<file path="src/port_state_defines.svh">
// Constants for the port state controller: codes, reset values, timing counts
`ifndef PORT_STATE_DEFINES_SVH
`define PORT_STATE_DEFINES_SVH
`define CMD_NOP          4'h0
`define CMD_FETCH_BASE   4'h1
`define CMD_FETCH_FUNC   4'h2
`define CMD_SELFTEST     4'h3
`define CMD_START        4'h4
`define CMD_POLL         4'h5
`define CMD_HALT         4'h7
`define CMD_STOP         4'hf
`define FUNC_WRITE_RING  8'h0a
`define FUNC_WRITE_MODE  8'h0e
`define FUNC_CLEAR_CNT   8'h0c
`define FUNC_WRITE_PHYS  8'h05
`define ERR_NONE         8'h00
`define MODE_RESET       16'h0000
`define RING_LEN_RESET   8'h00
`define SELFTEST_CYCLES  16'd64
`define FAIL_DMA         2'd1
`define FAIL_NET         2'd2
`define FAIL_OTHER       2'd3
`endif

</file>
<file path="src/port_state_pkg.sv">
// Types shared by the port state controller
package port_state_pkg;
  typedef enum logic [2:0] {
    st_reset, st_selftest, st_ready, st_running,
    st_port_halted, st_bus_halted, st_net_halted, st_both_halted
  } port_state_t;
endpackage

</file>
<file path="src/port_state_ctrl.sv">
// Port state controller: selftest, reset, init handshake, start and stop
`timescale 1ns/1ns
`include "port_state_defines.svh"

module port_state_ctrl
  import port_state_pkg::*;
#(
  parameter int ST_CYCLES = 64
) (
  // Clock and reset
  input  wire logic        core_clk,
  input  wire logic        rst_b,
  // Host register writes to register zero
  input  wire logic        cmd_wr,
  input  wire logic [3:0]  cmd_code,
  input  wire logic        reset_bit_wr,
  input  wire logic        intr_enable_wr,
  input  wire logic        intr_enable_val,
  input  wire logic        done_clear_wr,
  input  wire logic        bus_init_pin,
  // Host block base registers two and three
  input  wire logic [15:0] block_base_low_reg,
  input  wire logic [15:0] block_base_high_reg,
  // Function fetched from the control block
  input  wire logic [7:0]  func_code,
  input  wire logic [15:0] func_data,
  input  wire logic [7:0]  tx_ring_len_in,
  input  wire logic [7:0]  rx_ring_len_in,
  input  wire logic [47:0] factory_addr,
  // Selftest result and network side
  input  wire logic        selftest_fail,
  input  wire logic [1:0]  selftest_kind,
  input  wire logic [7:0]  selftest_code,
  input  wire logic        tx_busy,
  input  wire logic        frame_counted,
  // Status back to the host
  output logic [2:0]       port_state,
  output logic             done_intr,
  output logic             intr_enable,
  output logic [7:0]       port_error_status_reg_one,
  output logic [7:0]       edge_leds,
  output logic [31:0]      control_block_base,
  output logic [7:0]       tx_ring_len,
  output logic [7:0]       rx_ring_len,
  output logic [15:0]      mode_reg,
  output logic [15:0]      frame_counter,
  output logic [47:0]      station_addr,
  output logic             multicast_empty,
  output logic             receive_enable,
  output logic             maint_frames_enable,
  output logic             transmit_go
);

  // All module state in one record.
  // Everything the host can see is a field here, so that every output
  // leaves a flop and no decode glitch can reach the host side.
  // The visible copies cost a few flops more than decoding the state
  // at the pins, but their timing matches the state change exactly.
  typedef struct packed {
    port_state_t st;
    logic        done;
    logic        ie;
    logic [7:0]  err;
    logic [7:0]  leds;
    logic [31:0] base;
    logic [7:0]  txl;
    logic [7:0]  rxl;
    logic [15:0] mode;
    logic [15:0] cnt;
    logic [47:0] addr;
    logic        mc_empty;
    logic        last_fail;
    logic [15:0] tcnt;
    logic        stop_pend;
    logic        tx_go;
    logic        init_s1;
    logic        init_s2;
    logic [7:0]  err_vis;   // Error code as the host reads it
    logic        rx_en;     // Frame reception allowed
    logic        maint_en;  // Maintenance frames allowed
  } ctrl_t;

  ctrl_t cur;       // Registered state
  ctrl_t next_cur;  // Next state

  logic  done_set;  // Event that sets the done flag this cycle
  logic  do_reset;  // Reset request from host bit or bus init

  // Next-state logic.
  // Order of precedence inside one cycle:
  //   1. A reset request (host bit or synchronised bus init) wins
  //      over any command written in the same cycle.
  //   2. In ready or running, a pending stop is settled first; new
  //      commands are ignored while the last frame drains.
  //   3. The done flag is set by an accepted fetch, start, poll, stop or halt command, cleared by
  //      the host's write of one; a set in the same cycle wins so
  //      that an acknowledge is never lost.
  // The visible copies of status are worked out last, from the next
  // state, so they change on the same edge as the state itself.
  // Limitation: the selftest is modelled by a fixed run time and the
  // result inputs are only looked at on its last cycle.
  always_comb begin
    next_cur = cur;
    done_set = 1'b0;
    next_cur.tx_go   = 1'b0;
    // Bus init is a pin: two flops before use
    next_cur.init_s1 = bus_init_pin;
    next_cur.init_s2 = cur.init_s1;
    do_reset = reset_bit_wr || cur.init_s2;
    if (intr_enable_wr) begin
      next_cur.ie = intr_enable_val;
    end
    if (frame_counted && cur.st == st_running) begin
      next_cur.cnt = cur.cnt + 16'd1;                // Running keeps all
    end
    if (do_reset) begin
      next_cur.st = st_reset;
    end else begin
      unique case (cur.st)
        st_reset: begin
          // Clear configuration and flags on the edge that leaves reset; LEDs are kept
          next_cur.txl      = `RING_LEN_RESET;
          next_cur.rxl      = `RING_LEN_RESET;
          next_cur.mode     = `MODE_RESET;
          next_cur.cnt      = 16'h0000;
          next_cur.addr     = factory_addr;
          next_cur.mc_empty = 1'b1;
          next_cur.base     = 32'h0000_0000;
          next_cur.done     = 1'b0;
          next_cur.ie       = 1'b0;
          next_cur.stop_pend = 1'b0;
          // A previous failure or power-up forces selftest
          if (cur.last_fail) begin
            next_cur.st   = st_selftest;
            next_cur.tcnt = 16'h0000;
          end else begin
            next_cur.err  = `ERR_NONE;
            next_cur.st   = st_ready;
          end
        end
        st_selftest: begin
          // Fixed run time stands in for the diagnostic
          next_cur.tcnt = cur.tcnt + 16'd1;
          if (cur.tcnt == 16'(ST_CYCLES - 1)) begin
            next_cur.last_fail = selftest_fail;
            if (!selftest_fail) begin
              next_cur.err  = `ERR_NONE;
              next_cur.leds = 8'h00;
              next_cur.st   = st_ready;
            end else begin
              next_cur.leds = selftest_code;
              next_cur.err  = selftest_code;
              unique case (selftest_kind)
                `FAIL_DMA: next_cur.st = st_bus_halted;
                `FAIL_NET: begin
                  next_cur.st   = st_net_halted;
                  next_cur.cnt  = 16'h0000;          // Counter and mode cleared
                  next_cur.mode = `MODE_RESET;
                end
                default:   next_cur.st = st_both_halted;
              endcase
            end
          end
        end
        st_ready, st_running: begin
          // Commands; ready/running keep stored data
          if (cur.stop_pend && !tx_busy) begin
            next_cur.stop_pend = 1'b0;
            next_cur.st        = st_ready;           // Frame finished
          end else if (cmd_wr && !cur.stop_pend) begin
            unique case (cmd_code)
              `CMD_FETCH_BASE: begin
                next_cur.base = {block_base_high_reg, block_base_low_reg};
                done_set = 1'b1;
              end
              `CMD_FETCH_FUNC: begin
                // Execute the fetched function
                if (func_code == `FUNC_WRITE_RING) begin
                  next_cur.txl = tx_ring_len_in;
                  next_cur.rxl = rx_ring_len_in;
                end else if (func_code == `FUNC_WRITE_MODE) begin
                  next_cur.mode = func_data;
                end else if (func_code == `FUNC_CLEAR_CNT) begin
                  next_cur.cnt = 16'h0000;
                end
                done_set = 1'b1;
              end
              `CMD_START: begin
                if (cur.st == st_ready) begin
                  next_cur.st = st_running;          // Keeps all
                end
                done_set = 1'b1;
              end
              `CMD_POLL: begin
                next_cur.tx_go = (cur.st == st_running);
                done_set = 1'b1;
              end
              `CMD_STOP: begin
                // Let an in-flight frame finish first
                if (cur.st == st_running) begin
                  if (tx_busy) begin
                    next_cur.stop_pend = 1'b1;
                  end else begin
                    next_cur.st = st_ready;
                  end
                end
                done_set = 1'b1;
              end
              `CMD_HALT: begin
                next_cur.st = st_port_halted;
                done_set = 1'b1;
              end
              `CMD_SELFTEST: begin
                next_cur.st   = st_selftest;
                next_cur.tcnt = 16'h0000;
              end
              default: begin
              end
            endcase
          end
        end
        // Halted states leave only through reset
        st_port_halted, st_bus_halted, st_net_halted, st_both_halted: begin
        end
      endcase
    end
    // Set wins over the clear
    if (done_set) begin
      next_cur.done = 1'b1;
    end else if (done_clear_wr) begin
      next_cur.done = 1'b0;
    end
    // Visible copies, taken from the next state so outputs are flops
    next_cur.rx_en    = (next_cur.st == st_running);
    next_cur.maint_en = (next_cur.st == st_ready) || (next_cur.st == st_running);
    // Bus-halted reads as zero: no status shown
    if (next_cur.st == st_bus_halted || next_cur.st == st_both_halted) begin
      next_cur.err_vis = 8'h00;
    end else begin
      next_cur.err_vis = next_cur.err;
    end
  end

  // State register; power-up enters reset with selftest pending
  // Clearing the whole record also gives the right visible copies for
  // the reset state: no reception, no maintenance frames, no error.
  always_ff @(posedge core_clk or negedge rst_b) begin
    if (!rst_b) begin
      cur           <= '0;
      cur.st        <= st_reset;
      cur.last_fail <= 1'b1;
      cur.mc_empty  <= 1'b1;
    end else begin
      cur <= next_cur;
    end
  end

  // Outputs straight from the state record
  assign port_state         = cur.st;
  assign done_intr          = cur.done;
  assign intr_enable        = cur.ie;
  assign edge_leds          = cur.leds;
  assign control_block_base = cur.base;
  assign tx_ring_len        = cur.txl;
  assign rx_ring_len        = cur.rxl;
  assign mode_reg           = cur.mode;
  assign frame_counter      = cur.cnt;
  assign station_addr       = cur.addr;
  assign multicast_empty    = cur.mc_empty;
  assign transmit_go        = cur.tx_go;
  // Status copies registered with the state
  assign port_error_status_reg_one = cur.err_vis;
  assign receive_enable            = cur.rx_en;
  assign maint_frames_enable       = cur.maint_en;

endmodule

</file>
<file path="config.mk">
export PLATFORM = sky130hd
export DESIGN_NAME = port_state_ctrl
export DESIGN_NICKNAME = d
export VERILOG_FILES = /design/src/port_state_pkg.sv /design/src/port_state_ctrl.sv
export VERILOG_INCLUDE_DIRS = /design/src
export SDC_FILE = /design/constraint.sdc
export NUM_CORES = 1
export LEC_CHECK = 0
export ABC_AREA = 1
export BUFFER_PORTS_ARGS = -buffer_cell sky130_fd_sc_hd__buf_2
export CAP_MARGIN = 20
export CORE_ASPECT_RATIO = 1.2
export CORE_MARGIN = 1.5
export CORE_UTILIZATION = 45
export CTS_CLUSTER_SIZE = 14
export DETAILED_ROUTE_END_ITERATION = 16
export PLACE_DENSITY = 0.71
export SLEW_MARGIN = 20
export SYNTH_ARGS = -nofsm -noshare
export SYNTH_HDL_FRONTEND = slang
export SYNTH_SLANG_ARGS = --single-unit
</file>
<file path="constraint.sdc">
create_clock -name core_clk -period 2 [get_ports core_clk]
set_clock_uncertainty 0.15 [all_clocks]
set_input_delay 0.4 -clock core_clk [delete_from_list [all_inputs] [get_ports core_clk]]
set_output_delay 0.4 -clock core_clk [all_outputs]
set_load 0.03 [all_outputs]
</file>
# Yosys cells after proc, flatten, opt, wreduce, memory -nomap -nowiden

Cells that the tools add are included.

Flip-flop bits (word level): 180
Word-level logic and storage cells: 141

$add $sub $neg: 2
Eq/ne operators: 37
Multiplexer cells: 59
Bitwise gates (word level): 1
Reduce and logical (&&, ||, !) cells: 22

Operator list:

| cell                  | number |
|---|---|
| $mux 166              | 1 |
| $mux 16               | 10 |
| $mux 32               | 5 |
| $mux 80               | 2 |
| $pmux 32 s3           | 1 |
| $pmux 48 s2           | 1 |
| $mux 49               | 1 |
| $mux 48               | 1 |
| $pmux 16 s3           | 1 |
| $add 16x1->16 const B | 2 |
| $eq 8x4->1 const B    | 3 |
| $mux 3                | 8 |
| $mux 8                | 3 |
| $mux 18               | 1 |
| $reduce_and 6->1      | 3 |
| $mux 1                | 17 |
| $eq 16x6->1 const B   | 1 |
| $ne 2x2->1 const B    | 8 |
| $pmux 8 s2            | 1 |
| $eq 3x2->1 const B    | 4 |
| $eq 4x3->1 const B    | 3 |
| $ne 3x3->1 const B    | 4 |
| $pmux 3 s4            | 1 |
| $reduce_and 10->1     | 1 |
| other kinds (25)      | 38 |

# Depth between registers and ports, before layout

Word-level depth: 13
Gate-level depth with buffers: 13
Gate-level depth less buffers: 12

# Worst setup path before layout

Ideal clock, no wire load.

Kind: register to register
From: reg cur[14] (netlist name)
To: reg cur (netlist bit edge_leds[5])
Data arrival time: 1515 ps
Path slack: 205 ps
Cell stages (with the launch flop): 9
Path buffers: 1
Cell sequence: dfrtp_1 ha_1 inv_1 nor2_4 nor3b_2 nand4_2 clkbuf_1 nand2_1 o21ai_1

Word-level cells in the longest chain between the ends: 2

Ends and longest elaborated chain:

| element                           | RTL line               | RTL |
|---|---|---|
| start: declaration                | port_state_ctrl.sv:83  | `ctrl_t cur;` |
| start signal: assignment          | port_state_ctrl.sv:254 | `cur <= next_cur;` |
| $eq 16x6->1                       | port_state_ctrl.sv:144 | `if (cur.tcnt == 16'(ST_CYCLES - 1)) begin` |
| $reduce_and 3->1 (no source line) | --                     |  |

No other way between the ends.
A chain may end at the register's enable or synchronous reset.

==> run_results.csv <==
group,metric,value,unit
synthesis,syn_inst,1138,
layout,ff_latch_area,4510,um2
grt,overflow,0,
floorplanning,num_rows,58,
detailed_routing,wl_met2,10900,um
timing,slew_viol_final,0,
synthesis,synth-main-ff-cell,"dfrtp_1",
grt,grt_pass1_wl,35500,um
synthesis,yosys-top-cells-area,"dfrtp_1, nand2_1, buf_4",
pwr,leakagePower,6.06,nW
pwr,swShare,32.0,%
placement,dp_hpwl,16400,um
synthesis,synth_top_area_share,46.1,%
critical_path,required,2200,ps
floorplanning,core_area,21100,um2
pwr,p_int,6.17,mW
layout,syn_to_final_growth,17.0,%
detailed_routing,viasPerCell,4.68,
critical_path,cp-end-kind,"register",
timing,slew_headroom,63.7,%
synthesis,async_reset_ff_share,100,%
floorplanning,die_area,22500,um2
critical_path,path_cells,"inv_1, nand2_1, nor2_2, and2_4, nand2_4, buf_4, nor2_4, nand2_1, nand2_1, inv_1, a21oi_1",
pwr,power_frac_clock,36.4,%
floorplanning,io-pin-count,298,
timing,setup_viol,0,
synthesis,seq_area_frac_synth,46.3,%
detailed_routing,wl_met3,1470,um
run,drv_cap,0,
pwr,pwr-share-comb,18.9,%
timing,finalHoldViolCount,0,
pwr,ir_drop,0.576,mV
cts,cts-htree-levels,4,
cts,clk_pin_slew_worst_paths,70,ps
synthesis,synth-edff-count,0,
critical_path,cp.arrival,2090,ps
cts,clk_latency,430,ps
layout,stdcell_count,1606,
detailed_routing,drt_iter0_markers,303,
cts,numCtsBuffers,17,
layout,fin_nets,1469,
floorplanning,initial_core_util,46.1,%
detailed_routing,dr_total_vias,7520,
grt,grt_max_degree,73,
detailed_routing,antenna_left,0,
placement,post-place-cells,1562,
synthesis,synth_fp_nets,1285,
timing,period_share,94.4,%
critical_path,path_delay_family,"simple AND/OR/NAND/NOR gates",
layout,final_cell_area,11400,um2
detailed_routing,drt_pass1_iterations,4,
cts,cts_sinks,180,
grt,grt_pass1_vias,7260,
timing,rsz0062_at_grt,"no",
synthesis,syn-cell-area,9730,um2
timing,tightest_slew,544,ps
layout,fillCellCount,1989,
placement,io_buffers,296,
timing,fin_crit,1890,ps
hold_path,hp-class,"input pin to register",
critical_path,crit_top_cell,"nand2_1",
floorplanning,dieHeight,164,um
timing,tns,0,ps
critical_path,critical_path_buf_inv_count,3,
critical_path,crit_type,"register to register",
synthesis,synth_warnings,0,
layout,fin_util,53.9,%
synthesis,ys_types,42,
layout,multi_input_area,3460,um2
synthesis,syn_avg_cell_area,8.55,um2
status,outcome,"finished, final reports clean",
grt,grtUsageTotal,20.2,%
synthesis,ys_seq_elements,180,
pwr,power_density,797,nW/um2
critical_path,cpMaxStageDelayCell,"dfrtp_1",
pwr,p_sw,2.90,mW
cts,cts_tree,"done",
critical_path,startpoint_type,"register",
critical_path,crit_fanout,8,
floorplanning,die_x,137,um
placement,placed_cell_area,10700,um2
detailed_routing,top_layer,"met4",
grt,antenna_found_initial,1,
cts,cts-root-buf,"clkbuf_16",
detailed_routing,met1_length,9390,um
layout,largest_register_ffs,48,
detailed_routing,wl_per_cell,13.8,um
pwr,seqPwrFrac,44.7,%
detailed_routing,drc,0,
critical_path,max_stage_delay,400,ps
synthesis,yosysTopAreaCell,"dfrtp_1",
detailed_routing,wl,22200,um
timing,fmax,0.530,GHz
cts,clk_path_buf_depth,2,
placement,gp_congestion,0.883,
layout,layout-drive-gt1-share,37.7,%
[final timing paths]
check / endpoint / slack (ps) / start / depth (start not counted)
worst max-delay path: port_error_status_reg_one[0] / 110 / cur[27] / 11
worst min-delay path: station_addr[13] / 20 / factory_addr[13] / 3
worst max register to register: port_error_status_reg_one[0] / 110 / cur[27] / 11
worst min register to register: cur[10] / 230 / cur[11] / 0
max in group asynchronous: frame_counter[6] / 760 / rst_b / 3
min in group asynchronous: cur[171] / 210 / rst_b / 2
[power groups by stage]
stage	registers (mW)	logic, mW	clock network (mW)
global route	4.09	1.89	3.58
global placement	4.11	1.68	0
floorplan	4.11	1.31	0
CTS	4.05	1.72	3.41
detailed placement	4.12	1.70	0
finish	4.05	1.71	3.30
[cells in the mapped netlist, types with 2 or more instances]
cell	n
xor2_1	10
nand3b_1	5
nand2_1	337
a21oi_1	16
buf_2	13
nand4_1	18
inv_1	103
dfrtp_1	179
buf_6	10
inv_2	7
nand2_4	2
buf_4	154
nor2_4	8
nor2_1	43
o21ai_1	24
nand3_2	30
xnor2_1	4
o21ai_2	46
nor2_2	8
nand3_1	35
ha_1	2
a21boi_0	2
clkbuf_1	10
o21ai_0	26
nor3_1	19
nand2_2	11
[layer usage]
metal  GRT usage, %  up-vias
met5              0        -
li1               -     3792
met1           25.1     3449
met4           7.13        0
met2           34.2      250
met3           4.54       29
[worst reg2reg max path, stage by stage, from the launching register on]
cell	delay, ps
dfrtp_1	400
inv_1	100
nand2_1	70
nor2_2	160
and2_4	180
nand2_4	50
buf_4	140
nor2_4	200
nand2_1	80
nand2_1	100
inv_1	50
a21oi_1	140
[logic make-up after synthesis]
family	after synthesis	share of synthesized area [%]
muxes	2	0.219
adders and majority gates	2	0.257
buffers and inverters	297	18.3
AOI/OAI and AO/OA	118	8.13
xor gates and xnor gates	14	1.26
DFF	180	46.3
and+or+nand+nor	524	25.4
other	1	0.0386
[through the flow]
stage | setup WS, ps | total power [mW] | hold slack [ps]
2_1_floorplan | 205 | 5.42 | -45.6
3_3_place_gp | 60.6 | 5.79 | 102
3_5_place_dp | 20.5 | 5.82 | 103
4_1_cts | 71.6 | 9.19 | 0.654
5_1_grt | 9.69 | 9.56 | 4.28
6_report | 113 | 9.07 | 19.8
[layout make-up]
class | count | area share, %
flip-flops and latches | 180 | 39.6
well taps | 270 | 2.97
diodes | 1 | 0.0220
clock buffers | 18 | 3.86
repair buffers | 352 | 18.3
multi-input cells | 661 | 30.4
inverters | 110 | 3.65
clock inverters | 14 | 1.20
[timing repair]
| item | in CTS | in global routing |
|---|---|---|
| setup endpoints to repair | 0 | 29 |
| hold endpoints to repair | 146 | 0 |
| resized for setup | 0 | 7 |
| setup buffers | 0 | 3 |
| hold buffers | 8 | 0 |
[layout by cell type, fill, tap and decap left out, drive strengths merged, types with 2 or more instances in the layout]
cell type and instances:
nand2 350, buf 343, dfrtp 179, inv 118, o21ai 96, nand3 66, nor2 60, nor3 20
nand4 19, clkbuf 19, a21oi 16, xor2 10, dlygate4sd3 8, nand3b 5, xnor2 4, clkinv 4
and2 2, a21boi 2, ha 2, clkinvlp 2, nor3b 2
Note: power is estimated with default switching activity, not from simulation.
